===== src/pkg/serial_status_pkg.sv =====
/*
 * Constants shared by the serial port status-flag logic: register
 * offsets, field positions, reset values and character lengths.
 * Assumes a byte-wide register port with one-cycle strobes.
 */
package serial_status_pkg;

    // ------------------------------------------------------------
    // register offsets
    // ------------------------------------------------------------
    localparam logic [1:0] STATUS_OFS  = 2'h0;
    localparam logic [1:0] CONTROL_OFS = 2'h1;
    localparam logic [1:0] DATA_OFS    = 2'h2;

    // ------------------------------------------------------------
    // status field positions
    // ------------------------------------------------------------
    localparam int TX_EMPTY_BIT = 7;
    localparam int TX_DONE_BIT  = 6;
    localparam int RX_FULL_BIT  = 5;
    localparam int IDLE_BIT     = 4;
    localparam int OVERRUN_BIT  = 3;
    localparam int NOISE_BIT    = 2;
    localparam int FRAME_BIT    = 1;
    localparam int PARITY_BIT   = 0;

    // ------------------------------------------------------------
    // control field positions
    // ------------------------------------------------------------
    localparam int BREAK_BIT    = 0;
    localparam int TX_ON_BIT    = 1;
    localparam int PARITY_ON_BIT = 2;
    localparam int IDLE_SEL_BIT = 3;
    localparam int NINE_BIT_BIT = 4;
    localparam int LONG_BRK_BIT = 5;

    // ------------------------------------------------------------
    // reset values and character lengths
    // ------------------------------------------------------------
    localparam logic [7:0] STATUS_RESET  = 8'hC0;
    localparam logic [7:0] CONTROL_RESET = 8'h00;
    localparam logic [3:0] CHAR_BITS_8   = 4'hA;
    localparam logic [3:0] CHAR_BITS_9   = 4'hB;

endpackage : serial_status_pkg


===== src/design/serial_status_flags.sv =====
/*
 * Status-flag logic of an asynchronous serial port: transmit empty,
 * transmit done, receive full, idle line, overrun, noise, framing and
 * parity flags, with their read-then-access clearing sequences.
 * Assumes the transmitter and receiver state machines sit outside and
 * report events as one-cycle pulses synchronous to CLK.
 */
// Operation
// - transmit empty flag, bit 7, is 1 after reset and sets on shift load
// - transmit empty clears only by status read seeing 1 then data write
// - transmit done, bit 6, is 1 after reset; sets when empty and idle
// - armed transmit done clears on data write, enable rise or break queue
// - receive full, bit 5, sets when a character reaches the data register
// - receive full clears by status read seeing 1 then data read
// - idle flag, bit 4, sets after 10 or 11 high bit times
// - idle select 0: idle count starts after the start bit
// - idle select 1: idle count starts only after the stop bit
// - idle flag clears by status read seeing 1 then data read
// - after clearing, idle sets again only after a new received character
// - overrun, bit 3, sets when a character arrives unread; new one dropped
// - overrun clears by status read seeing 1 then data read
// - any disagreeing sample within a bit sets noise, bit 2, with full
// - noise clears by status read then data read
// - framing error, bit 1, sets with full on a low stop bit
// - framing error clears by status read seeing 1 then data read
// - parity error, bit 0, sets with full on mismatch when parity enabled
// - parity error clears by status read then data read
// - status register is read-only; writes do nothing
// - long break detection blocks framing error and receive full setting
module serial_status_flags
    import serial_status_pkg::*;
(
    input  wire logic       CLK,
    input  wire logic       RST,
    input  wire logic [1:0] ADDR,
    input  wire logic [7:0] WDATA,
    input  wire logic       WR,
    input  wire logic       RD,
    output logic      [7:0] RDATA,
    input  wire logic       TX_LOAD,
    input  wire logic       TX_BUSY,
    output logic      [7:0] TX_DATA,
    output logic            TX_DATA_VALID,
    output logic            TX_PREAMBLE_REQ,
    output logic            TX_BREAK_REQ,
    output logic            TX_ENABLE,
    output logic            NINE_BIT_MODE,
    input  wire logic       RX_LINE,
    input  wire logic       RX_BIT_TICK,
    input  wire logic       RX_START_DONE,
    input  wire logic       RX_STOP_DONE,
    input  wire logic       RX_SAMPLE_VALID,
    input  wire logic       RX_SAMPLE,
    input  wire logic       RX_BIT_END,
    input  wire logic       RX_CHAR_DONE,
    input  wire logic [7:0] RX_DATA,
    input  wire logic       RX_STOP_LOW,
    input  wire logic       RX_PARITY_BAD
);

    // ------------------------------------------------------------
    // state
    // ------------------------------------------------------------
    logic [7:0] flags_reg,     flags_next;
    logic [7:0] arm_reg,       arm_next;
    logic [7:0] ctrl_reg,      ctrl_next;
    logic [7:0] rx_buf_reg,    rx_buf_next;
    logic [7:0] tx_buf_reg,    tx_buf_next;
    logic       tx_valid_reg,  tx_valid_next;
    logic       pre_reg,       pre_next;
    logic       tx_pend_reg,   tx_pend_next;
    logic [7:0] rdata_reg,     rdata_next;
    logic       first_reg,     first_next;
    logic       first_val_reg, first_val_next;
    logic       bit_noise_reg, bit_noise_next;
    logic       frm_noise_reg, frm_noise_next;
    logic [3:0] idle_cnt_reg,  idle_cnt_next;
    logic       counting_reg,  counting_next;
    logic       idle_ok_reg,   idle_ok_next;

    logic [7:0] set_ev;
    logic [7:0] clr_ev;
    logic       stat_rd, data_rd, data_wr, ctrl_wr;
    logic       rx_xfer, tx_rise, brk_wr, tc_clr_act;
    logic       samp_diff, char_noise, idle_hit;
    logic [3:0] char_len;

    // ------------------------------------------------------------
    // register port decode
    // ------------------------------------------------------------
    assign stat_rd = RD && (ADDR == STATUS_OFS);
    assign data_rd = RD && (ADDR == DATA_OFS);
    assign data_wr = WR && (ADDR == DATA_OFS);
    assign ctrl_wr = WR && (ADDR == CONTROL_OFS);

    assign tx_rise = ctrl_wr && WDATA[TX_ON_BIT] && !ctrl_reg[TX_ON_BIT];
    assign brk_wr  = ctrl_wr && WDATA[BREAK_BIT];
    assign tc_clr_act = data_wr || tx_rise || brk_wr;
    assign char_len = ctrl_reg[NINE_BIT_BIT] ? CHAR_BITS_9 : CHAR_BITS_8;

    // ------------------------------------------------------------
    // receive sampling and idle detection
    // ------------------------------------------------------------
    assign samp_diff  = RX_SAMPLE_VALID && !first_reg &&
                        (RX_SAMPLE != first_val_reg);
    assign char_noise = frm_noise_reg || bit_noise_reg || samp_diff;
    assign rx_xfer    = RX_CHAR_DONE && !flags_reg[RX_FULL_BIT]
                        && !ctrl_reg[LONG_BRK_BIT];
    assign idle_hit   = counting_reg && RX_BIT_TICK && RX_LINE &&
                        (idle_cnt_reg + 4'h1 == char_len);

    always_comb begin
        first_next     = first_reg;
        first_val_next = first_val_reg;
        bit_noise_next = bit_noise_reg || samp_diff;
        frm_noise_next = frm_noise_reg;
        if (RX_SAMPLE_VALID && first_reg) begin
            first_val_next = RX_SAMPLE;
            first_next     = 1'b0;
        end
        if (RX_BIT_END) begin
            frm_noise_next = frm_noise_reg || bit_noise_reg || samp_diff;
            bit_noise_next = 1'b0;
            first_next     = 1'b1;
        end
        if (RX_CHAR_DONE) begin
            frm_noise_next = 1'b0;
            bit_noise_next = 1'b0;
            first_next     = 1'b1;
        end

        idle_cnt_next = idle_cnt_reg;
        counting_next = counting_reg;
        if (RX_BIT_TICK && counting_reg) begin
            idle_cnt_next = RX_LINE ? idle_cnt_reg + 4'h1 : 4'h0;
        end
        if (idle_hit) begin
            counting_next = 1'b0;
            idle_cnt_next = 4'h0;
        end
        if (RX_START_DONE) begin
            counting_next = !ctrl_reg[IDLE_SEL_BIT];
            idle_cnt_next = 4'h0;
        end
        if (RX_STOP_DONE && ctrl_reg[IDLE_SEL_BIT]) begin
            counting_next = 1'b1;
            idle_cnt_next = 4'h0;
        end

        idle_ok_next = idle_ok_reg;
        if (idle_hit) begin
            idle_ok_next = 1'b0;
        end
        if (rx_xfer) begin
            idle_ok_next = 1'b1;
        end
    end

    // ------------------------------------------------------------
    // flag set and clear events
    // ------------------------------------------------------------
    always_comb begin
        set_ev = 8'h00;
        set_ev[TX_EMPTY_BIT] = TX_LOAD;
        set_ev[TX_DONE_BIT]  = flags_reg[TX_EMPTY_BIT] && !TX_BUSY
                               && !tx_pend_reg && !tc_clr_act;
        set_ev[RX_FULL_BIT]  = rx_xfer;
        set_ev[IDLE_BIT]     = idle_hit && idle_ok_reg;
        set_ev[OVERRUN_BIT]  = RX_CHAR_DONE
                               && flags_reg[RX_FULL_BIT];
        set_ev[NOISE_BIT]    = rx_xfer && char_noise;
        set_ev[FRAME_BIT]    = rx_xfer && RX_STOP_LOW;
        set_ev[PARITY_BIT]   = rx_xfer && RX_PARITY_BAD
                               && ctrl_reg[PARITY_ON_BIT];

        clr_ev = 8'h00;
        clr_ev[TX_EMPTY_BIT] = data_wr;
        clr_ev[TX_DONE_BIT]  = tc_clr_act;
        clr_ev[RX_FULL_BIT]  = data_rd;
        clr_ev[IDLE_BIT]     = data_rd;
        clr_ev[OVERRUN_BIT]  = data_rd;
        clr_ev[NOISE_BIT]    = data_rd;
        clr_ev[FRAME_BIT]    = data_rd;
        clr_ev[PARITY_BIT]   = data_rd;
    end

    // ------------------------------------------------------------
    // flags, arming and register file
    // ------------------------------------------------------------
    always_comb begin
        // status writes are not decoded at all
        flags_next = (flags_reg & ~(arm_reg & clr_ev)) | set_ev;
        arm_next   = arm_reg & ~clr_ev;
        if (stat_rd) begin
            arm_next = flags_reg;
            arm_next[NOISE_BIT]  = 1'b1;
            arm_next[PARITY_BIT] = 1'b1;
        end
        // only a rising flag disarms; a level set must stay clearable
        arm_next = arm_next & ~(set_ev & ~flags_reg);

        ctrl_next = ctrl_reg;
        if (ctrl_wr) begin
            ctrl_next = WDATA;
        end

        rx_buf_next = rx_xfer ? RX_DATA : rx_buf_reg;
        tx_buf_next = data_wr ? WDATA : tx_buf_reg;
        tx_valid_next = data_wr;
        pre_next    = tx_rise;

        tx_pend_next = tx_pend_reg;
        if (TX_BUSY) begin
            tx_pend_next = 1'b0;
        end
        if (tc_clr_act && arm_reg[TX_DONE_BIT]) begin
            tx_pend_next = 1'b1;
        end

        case (ADDR)
            STATUS_OFS:  rdata_next = flags_reg;
            CONTROL_OFS: rdata_next = ctrl_reg;
            DATA_OFS:    rdata_next = rx_buf_reg;
            default:     rdata_next = 8'h00;
        endcase
        if (!RD) begin
            rdata_next = 8'h00;
        end
    end

    always_ff @(posedge CLK) begin
        if (RST) begin
            flags_reg     <= STATUS_RESET;
            arm_reg       <= 8'h00;
            ctrl_reg      <= CONTROL_RESET;
            rx_buf_reg    <= 8'h00;
            tx_buf_reg    <= 8'h00;
            tx_valid_reg  <= 1'b0;
            pre_reg       <= 1'b0;
            tx_pend_reg   <= 1'b0;
            rdata_reg     <= 8'h00;
            first_reg     <= 1'b1;
            first_val_reg <= 1'b1;
            bit_noise_reg <= 1'b0;
            frm_noise_reg <= 1'b0;
            idle_cnt_reg  <= 4'h0;
            counting_reg  <= 1'b0;
            idle_ok_reg   <= 1'b0;
        end else begin
            flags_reg     <= flags_next;
            arm_reg       <= arm_next;
            ctrl_reg      <= ctrl_next;
            rx_buf_reg    <= rx_buf_next;
            tx_buf_reg    <= tx_buf_next;
            tx_valid_reg  <= tx_valid_next;
            pre_reg       <= pre_next;
            tx_pend_reg   <= tx_pend_next;
            rdata_reg     <= rdata_next;
            first_reg     <= first_next;
            first_val_reg <= first_val_next;
            bit_noise_reg <= bit_noise_next;
            frm_noise_reg <= frm_noise_next;
            idle_cnt_reg  <= idle_cnt_next;
            counting_reg  <= counting_next;
            idle_ok_reg   <= idle_ok_next;
        end
    end

    assign RDATA           = rdata_reg;
    assign TX_DATA         = tx_buf_reg;
    assign TX_DATA_VALID   = tx_valid_reg;
    assign TX_PREAMBLE_REQ = pre_reg;
    assign TX_BREAK_REQ    = ctrl_reg[BREAK_BIT];
    assign TX_ENABLE       = ctrl_reg[TX_ON_BIT];
    assign NINE_BIT_MODE   = ctrl_reg[NINE_BIT_BIT];

    // ------------------------------------------------------------
    // checks
    // ------------------------------------------------------------
    a_tx_empty_set: assert property (@(posedge CLK) disable iff (RST)
        TX_LOAD |=> flags_reg[TX_EMPTY_BIT])
        else $error("transmit empty did not set on load");

    a_tx_empty_clr: assert property (@(posedge CLK) disable iff (RST)
        $fell(flags_reg[TX_EMPTY_BIT]) |-> $past(data_wr)
            && $past(arm_reg[TX_EMPTY_BIT]))
        else $error("transmit empty cleared without sequence");

    a_tx_done_clr: assert property (@(posedge CLK) disable iff (RST)
        $fell(flags_reg[TX_DONE_BIT]) |-> $past(tc_clr_act)
            && $past(arm_reg[TX_DONE_BIT]))
        else $error("transmit done cleared without sequence");

    a_rx_full_set: assert property (@(posedge CLK) disable iff (RST)
        RX_CHAR_DONE && ctrl_reg[LONG_BRK_BIT] && !flags_reg[RX_FULL_BIT]
            |=> !flags_reg[RX_FULL_BIT] && !flags_reg[FRAME_BIT]
            || $past(flags_reg[FRAME_BIT]))
        else $error("full or framing set during long break detect");

    a_rx_full_clr: assert property (@(posedge CLK) disable iff (RST)
        stat_rd && flags_reg[RX_FULL_BIT] ##1 data_rd && !RX_CHAR_DONE
            |=> !flags_reg[RX_FULL_BIT])
        else $error("receive full not cleared by sequence");

    a_overrun_keep: assert property (@(posedge CLK) disable iff (RST)
        RX_CHAR_DONE && flags_reg[RX_FULL_BIT]
            |=> flags_reg[OVERRUN_BIT] && $stable(rx_buf_reg))
        else $error("overrun not flagged or data overwritten");

    a_idle_once: assert property (@(posedge CLK) disable iff (RST)
        idle_hit && !idle_ok_reg |=> !$rose(flags_reg[IDLE_BIT]))
        else $error("idle set twice without new character");

    a_noise_with: assert property (@(posedge CLK) disable iff (RST)
        $rose(flags_reg[NOISE_BIT]) |-> $rose(flags_reg[RX_FULL_BIT]))
        else $error("noise set apart from receive full");

    a_parity_gate: assert property (@(posedge CLK) disable iff (RST)
        rx_xfer && RX_PARITY_BAD && ctrl_reg[PARITY_ON_BIT]
            |=> flags_reg[PARITY_BIT])
        else $error("parity error not flagged");

    a_late_set: assert property (@(posedge CLK) disable iff (RST)
        stat_rd && !flags_reg[FRAME_BIT] ##1 set_ev[FRAME_BIT] ##1 data_rd
            |=> flags_reg[FRAME_BIT])
        else $error("late framing error cleared by armed read");

    a_status_ro: assert property (@(posedge CLK) disable iff (RST)
        WR && ADDR == STATUS_OFS && set_ev == 8'h00 && !data_wr
            |=> flags_reg == $past(flags_reg))
        else $error("status write changed flags");

endmodule : serial_status_flags


===== config.mk =====
export PLATFORM = sky130hd
export DESIGN_NAME = serial_status_flags
export DESIGN_NICKNAME = d
export VERILOG_FILES = /design/src/pkg/serial_status_pkg.sv /design/src/design/serial_status_flags.sv
export SDC_FILE = /design/constraint.sdc
export NUM_CORES = 1
export LEC_CHECK = 0
export BUFFER_PORTS_ARGS = -buffer_cell sky130_fd_sc_hd__clkbuf_2
export CAP_MARGIN = 40
export CORE_MARGIN = 4
export CORE_UTILIZATION = 53
export CTS_CLUSTER_DIAMETER = 50
export CTS_CLUSTER_SIZE = 24
export DETAILED_ROUTE_END_ITERATION = 6
export GPL_ROUTABILITY_DRIVEN = 1
export PLACE_DENSITY = 0.78
export SYNTH_ARGS = -nofsm -noshare
export SYNTH_HDL_FRONTEND = slang
export SYNTH_SLANG_ARGS = --single-unit

===== constraint.sdc =====
create_clock -name CLK -period 1.7 [get_ports CLK]
set_input_delay 0.085 -clock CLK [delete_from_list [all_inputs] [get_ports CLK]]
set_output_delay 0.085 -clock CLK [all_outputs]
set_load 0.02 [all_outputs]

# [Yosys cells after proc, flatten, opt, wreduce, memory -nomap -nowiden]
# Index checks and enable logic that the tools add are counted.
[totals] register_bits=61 latchBits=0 ram_bits=0 mem_bits_ro=0 input_bits=34 output_inout_bits=21 elab_cells=89 memories=0
[classes] n_addsub=1 mul=0 n_div=0 magnitude_cmp=0 eq_ne=4 shift=0 muxes=10 bitwise=11 reduce_logical=47
[ops] op="8-bit bitwise AND" count=5
[ops] op="8-bit NOT" count=4
[ops] op="1-bit logical AND" count=26
[ops] op="8-bit case mux with 3 select lines" count=1
[ops] op="1-bit zero test" count=8
[ops] op="8-bit 2-to-1 mux" count=1
[ops] op="8-bit OR" count=1
[ops] op="1-bit 2-to-1 mux" count=7
[ops] op="1-bit logical OR" count=5
[ops] op="4-bit by 1-bit adder with 4-bit output (second input constant)" count=1
[ops] op="4-bit equality test" count=1
[ops] op="4-bit 2-to-1 mux" count=1
[ops] op="2-bit nonzero test" count=2
[ops] op="2-bit OR reduction" count=2
[ops] op="4-bit OR reduction" count=1
[ops] op="3-bit nonzero test" count=1
[ops] op="3-bit OR reduction" count=1
[ops] op="2-bit by 1-bit equality test with 1-bit output (second input constant)" count=1
[ops] op="2-bit equality test (second input constant)" count=1
[ops] op="2-bit zero test" count=1
[ops] op="1-bit != test" count=1
[ops] op="1-bit NOT" count=1

# [Depth between registers and ports, before layout]
# Gate-level depths: netlist of run 1.
[logic_depth] word_depth=11 ltp_mapped=6 mapped_depth_nobuf=5

# [Worst setup path after synthesis of run 1]
# OpenSTA, ideal clock, no wires.
[synth_path] kind="flip-flop to flip-flop" startpoint="register idle_cnt_reg[0]" endpoint="register idle_cnt_reg[0]" setup_ns=0.123 arrival_ns=1.382 t_required_ns=1.577 path_slack_ns=0.195 path_stages_with_launch=6 n_path_buf=0 period_less_slack_ns=1.505 cell_sequence="dfxtp_1 > ha_1 > nand4_1 > or3_1 > o21ai_1 > nor2_1"
[synth_via] elab_chain_cells=4 word_cells_on_any_way=5 cone_classes="1 x add/sub; 1 x eq/ne; 1 x mux; 2 x reduce/logical"
[synth_lines] item="start: declaration" line_no="serial_status_flags.sv:77" text="logic [3:0] idle_cnt_reg, idle_cnt_next;"
[synth_lines] item="start signal: assignment" line_no="serial_status_flags.sv:263" text="idle_cnt_reg <= idle_cnt_next;"
[synth_lines] item="4-bit by 1-bit adder with 4-bit output (*)" line_no="serial_status_flags.sv:110, serial_status_flags.sv:135"
[synth_lines] item="4-bit equality test" line_no="serial_status_flags.sv:110" text="(idle_cnt_reg + 4'h1 == char_len);"
[synth_lines] item="1-bit logical AND" line_no="serial_status_flags.sv:109" text="assign idle_hit = counting_reg && RX_BIT_TICK && RX_LINE &&"
[synth_lines] item="4-bit OR reduction (no line)"
# Every way passes the cells marked *; elsewhere a longest branch is shown, timed or not.
# A chain may end at the register's enable or synchronous reset.

# [Final worst setup path of run 1]
[layout_path] startpoint="register idle_cnt_reg[0]" endpoint="register idle_ok_reg"
[layout_via] elab_chain_cells=4
[layout_lines] item="4-bit by 1-bit adder with 4-bit output" line_no="serial_status_flags.sv:110"
[layout_lines] item="4-bit equality test" line_no="serial_status_flags.sv:110"
[layout_lines] item="1-bit logical AND" line_no="serial_status_flags.sv:109"
[layout_lines] item="2-bit nonzero test (no line)"
[layout_lines] item="end signal: assignment" line_no="serial_status_flags.sv:265" text="idle_ok_reg <= idle_ok_next;"
[layout_lines] item="end: declaration" line_no="serial_status_flags.sv:79" text="logic idle_ok_reg, idle_ok_next;"
# Every way passes these cells.

==> out/metrics.yaml, run 1 <==
cts:
  clk_latency_ps: 330
  cts_buffer_depth: 2
  clkSlewWorstSetupHoldPaths_ps: 60
  post_cts_buffers: 0
  cts_buffers: 9
  cts-root-buf: "clkbuf_8"
  htreeDepth: 3
  cts_tree: "built"
  clock_sinks: 61
timing:
  fin_crit_sh_pct: 93.04
  max_freq_mhz: 632.3
  hold_viol_final: 0
  slew_violations: 0
  finalSetupViolCount: 0
  slew-limit-headroom_pct: 66.98
  tightest_slew_ps: 493.2
  fin_crit_ps: 1582
  setup-tns-final_ps: 0
  finClkSkew_ps: 8.997
worst_hold_path:
  hp-class: "in2reg"
  holdCritStartpoint: "WDATA[6]"
routing:
  wire_per_inst_um: 14.18
  routed_via_density: 5.397
  dr.pass1.iters: 4
  drtIter0Drc: 147
  routed_wl_um: 5830
  vias: 2218
  drc: 0
  ant_nets: 0
floorplanning:
  die_w_um: 75.54
  ios: 55
  die_y_um: 75.54
  dieArea_um2: 5706
  row_count: 24
  start_util_pct: 55.14
  core_um2: 4384
power:
  p_leak_nw: 1.345
  power_mw: 3.108
  powerDensity_nw_per_um2: 992.0
  ir_worst_vdd_mv: 0.8838
worst_setup_path:
  worstSetupEndpoint: "idle_ok_reg"
  path_class: "reg2reg"
  rrSetupSlack_ps: 120
  crit_start: "idle_cnt_reg[0]"
  worstRegToRegCells: 5
  cp_max_fo: 5
  cp-start-kind: "register"
  r2r-start: "idle_cnt_reg[0]"
  crit_required_ps: 1890
  arrival_ps: 1770
  r2r_end: "idle_ok_reg"
  endpoint_kind: "register"
global_route:
  overflow: 0
  grt_use_total_pct: 22.51
  grt_start_max_net_pins: 34
  grt_pass1_vias: 2143
  grt_pass1_wl_um: 9687
  antenna_found_initial: 0
yosys:
  async_flop_share_pct: 0
  synth_nets: 314
  ys.warnings.count: 0
  synth.yosys.seq_area_share_pct: 50.52
  syn-instance-count: 279
  syn_area_um2: 2417
  postSynthRegisterBits: 61
  synth.distinct_cells: 40
  syn_avg_cell_area_um2: 8.664
  synth_edf_count: 0
  synth_flop_cell: "dfxtp_1"
cells_and_area:
  postLayoutCellArea_um2: 3133
  final_common_cell: "dfxtp_1"
  final_layout_size_suffix_gt1_share_pct: 24.23
  nets: 390
  insertedDiodeCount: 0
  areaGrowthSynthToFinish_pct: 29.61
  layout_common_cells: "61 x dfxtp_1, 54 x clkbuf_2, 42 x nand2_1"
  n_fill_cell: 347
run:
  max_cap_viol_count: 0
place:
  dpl_cell_area_um2: 2771
  io_buffers: 54
  place.gp.congestion: 0.7830
  dp_hpwl_um: 4018
outcome:
  status: "finished clean"
final cells by class:
| type | instances | area, um^2 | area share (%) |
|---|---|---|---|
| clock buffer | 14 | 162.7 | 5.192 |
| sequential | 61 | 1221 | 38.98 |
| tap | 52 | 65.06 | 2.077 |
| inverter | 3 | 11.26 | 0.3594 |
| multi-input combinational | 200 | 1125 | 35.90 |
| timing repair buffer | 80 | 518.0 | 16.53 |
| clock inverter | 1 | 30.03 | 0.9585 |
critical path, cell delays in order (launching register included):
cell	delay, ps
dfxtp_1	350
ha_1	290
nand4_1	120
or3_4	420
o21ai_0	160
o21ai_0	110
layer usage:
metal	track usage (%)	share of wire, %
met1	27.41	43
met2	37.78	51
met3	5.673	5.3
met4	9.515	1.3
met5	0	0
kinds of logic after synthesis:
family	synth area share, %
AOI/OAI and AO/OA	16.36
xor gates and xnor gates	1.450
adders and majority gates	0.5175
buffers and inverters	3.312
DFF	50.52
muxes	7.039
and+or+nand+nor	20.81
worst min path at each step:
| stage | to | depth (start not counted) |
|---|---|---|
| after floorplan | frm_noise_reg | 1 |
| after global placement | flags_reg[7] | 2 |
| after detailed placement | flags_reg[7] | 2 |
| after CTS | TX_DATA[6] | 3 |
| after global routing | TX_DATA[5] | 3 |
| final | TX_DATA[6] | 3 |
power breakdown:
part / internal, mW / switching, mW / total, mW
Clock: 0.752 / 0.513 / 1.26
Combinational: 0.147 / 0.176 / 0.324
Sequential: 1.48 / 0.0354 / 1.52
Total: 2.38 / 0.725 / 3.11
cell usage after synthesis (3+ instances only):
master | count | share of area, %
buf_2 | 7 | 1.4
nand3_1 | 9 | 1.9
a21oi_1 | 38 | 7.9
dfxtp_1 | 61 | 51
o21ai_0 | 6 | 1.2
nor3_1 | 6 | 1.2
clkbuf_1 | 6 | 0.93
nand2_1 | 42 | 6.5
xor2_1 | 3 | 1.1
o221a_2 | 4 | 1.9
inv_1 | 3 | 0.47
nor2b_1 | 5 | 1.3
mux2i_1 | 17 | 7.0
nor2_1 | 38 | 5.9
metrics by stage:
| stage | util [%] | instances | worst slack (ps) | hold slack [ps] |
|---|---|---|---|---|
| after floorplan | - | 279 | 195.0 | 164.3 |
| after global placement | 63.21 | 380 | 86.31 | 288.1 |
| after detailed placement | 63.21 | 380 | 73.94 | 293.0 |
| after CTS | 71.26 | 411 | 67.53 | 4.230 |
| after global routing | 71.46 | 411 | -1.224 | 23.08 |
| final | 71.46 | 411 | 118.4 | 8.815 |
what timing repair did:
item,CTS,global route
gates resized for setup,0,2
setup endpoints to repair,0,4
hold endpoints to repair,16,0
hold buffers,16,0
Power figures use the tool's default switching activity.
==> run 2: changes to the inputs <==
- CORE_ASPECT_RATIO: not set -> 0.5
==> out/metrics.yaml, run 2 (same netlist as run 1, synthesis figures left out) <==
outcome:
  status: "finished clean"
floorplanning:
  die_y_um: 55.76  # -26%
  die_w_um: 103.5  # +37%
  row_count: 17  # -29%
  dieArea_um2: 5771  # +1.2%
  start_util_pct: 54.90  # -0.24 points
  core_um2: 4403  # +0.43%
  ios: 55  # unchanged
global_route:
  antenna_found_initial: 0  # unchanged
  grt_pass1_wl_um: 10630  # +9.7%
  gr-usage-met3_pct: 7.300  # +1.6 points
  grt_start_max_net_pins: 27  # -21%
  grt_pass1_vias: 2205  # +2.9%
  grt_use_total_pct: 22.85  # +0.34 points
  grt_busiest_layer: "met2"
  use_met1_pct: 27.89  # +0.49 points
  use_met2_pct: 38.75  # +0.98 points
  overflow: 0  # unchanged
cts:
  clkSlewWorstSetupHoldPaths_ps: 60  # about the same
  cts_buffers: 9  # unchanged
  cts-root-buf: "clkbuf_8"
  clk_latency_ps: 340  # about the same
  cts_buffer_depth: 2  # unchanged
  cts_tree: "built"
  clock_sinks: 61  # unchanged
  htreeDepth: 3  # unchanged
timing:
  hold_viol_final: 0  # unchanged
  fin_crit_ps: 1683  # +101.8 ps
  max_freq_mhz: 594.0  # -6.0%
  tightest_slew_ps: 525.1  # +31.97 ps
  finalSetupViolCount: 0  # unchanged
  rsz0062_at_grt: "true"
  slew-limit-headroom_pct: 64.92  # -2.1 points
  fin_ws_ps: 16.55  # -101.8 ps
  hold_ws_ps: 12.74  # +3.925 ps
  finClkSkew_ps: 3.840  # -5.157 ps
  slew_violations: 0  # unchanged
  fin_crit_sh_pct: 99.03  # +6.0 points
cells_and_area:
  multi_input_area_um2: 1116  # -0.78%
  final_util_pct: 71.61  # +0.15 points
  insertedDiodeCount: 0  # unchanged
  n_fill_cell: 357  # +2.9%
  nets: 390  # unchanged
  areaGrowthSynthToFinish_pct: 30.43
  final_layout_size_suffix_gt1_share_pct: 24.17  # -0.067 points
  final_common_cell: "dfxtp_1"
  seqCellArea_um2: 1221  # unchanged
  layout_common_cells: "61 x dfxtp_1, 54 x clkbuf_2, 42 x nand2_1"
power:
  powerDensity_nw_per_um2: 1042  # +5.1%
  power_mw: 3.286  # +5.7%
  ir_worst_vdd_mv: 0.6076  # -31%
  p_leak_nw: 1.359  # +1.0%
worst_setup_path:
  arrival_ps: 1900  # +130 ps
  crit_required_ps: 1920  # +30 ps
  path_class: "reg2reg"
  cp_max_fo: 5  # unchanged
  worstRegToRegCells: 5  # unchanged
  endpoint_kind: "register"
  cp-start-kind: "register"
place:
  io_buffers: 54  # unchanged
  pre_cts_ws_ps: 50.82  # -23.12 ps
  dp_hpwl_um: 4213  # +4.8%
  place.gp.congestion: 0.8312  # +6.2%
routing:
  routed_via_density: 5.448  # +0.96%
  drc: 0  # unchanged
  vias: 2272  # +2.4%
  dr.pass1.iters: 5  # +1
  drtIter0Drc: 107  # -27%
  wire_per_inst_um: 14.85  # +4.7%
  routed_wl_um: 6192  # +6.2%
  ant_nets: 0  # unchanged
run:
  max_cap_viol_count: 0  # unchanged
worst_hold_path:
  hp-class: "in2reg"
  holdPathStages: 3  # unchanged
==> run 2: changes by cell type in the layout (fill, tap and decap cells not counted) <==
| cell | before | now |
|---|---|---|
| clkinv_2 | 0 | 2 |
| dlygate4sd3_1 | 16 | 17 |
| o21ai_2 | 1 | 0 |
| or3_1 | 0 | 1 |
| buf_12 | 1 | 0 |
| clkbuf_1 | 3 | 1 |
| o21ai_1 | 0 | 1 |
| or3_4 | 1 | 0 |
| bufinv_16 | 1 | 2 |
==> run 2: where the power goes <==
| group | switching (mW) | internal [mW] |
|---|---|---|
| clock | 0.537 | 0.901 |
| sequential | 0.0357 | 1.48 |
| combinational | 0.183 | 0.146 |
| total | 0.755 | 2.53 |
==> run 2: final timing paths <==
check,from,to,slack [ps]
setup / recovery,idle_cnt_reg[0],idle_cnt_reg[0],20
hold / removal,WDATA[1],TX_DATA[1],10
setup reg to reg,idle_cnt_reg[0],idle_cnt_reg[0],20
hold reg to reg,idle_ok_reg,arm_reg[4],440
==> run 2: worst max-delay path, cell delays in order, from the launching register on <==
cell and delay [ps]:
dfxtp_1 360, ha_1 290, nand4_1 120, or3_1 440, o21ai_1 270, nor2_1 90
==> run 2: cell type report <==
type	instances	share of cell area (%)
clock buffers	12	4.921
clock inverters	4	2.222
inverters	3	0.3571
multi-input cells	200	35.40
flip-flops and latches	61	38.73
well taps	57	2.262
repair buffers	80	16.11
==> run 2: timing repair <==
item	CTS	global route
hold buffers	17	0
buffers inserted	0	0
endpoints found under the setup margin	0	7
gates resized for setup	0	0
hold endpoints to repair	19	0
==> run 2: layer usage <==
layer	vias up	part of all wire, %
met4	0	1.3
met3	11	6.4
met2	74	48
li1	1110	-
met5	-	0
met1	1077	44
==> run 2: metrics by stage <==
step,setup TNS [ps],std cells,area [um^2]
after global routing,-254.5,417,3153
after floorplan,0,279,2417
after global placement,0,384,2758
after detailed placement,0,384,2758
final,0,417,3153
after CTS,0,417,3153
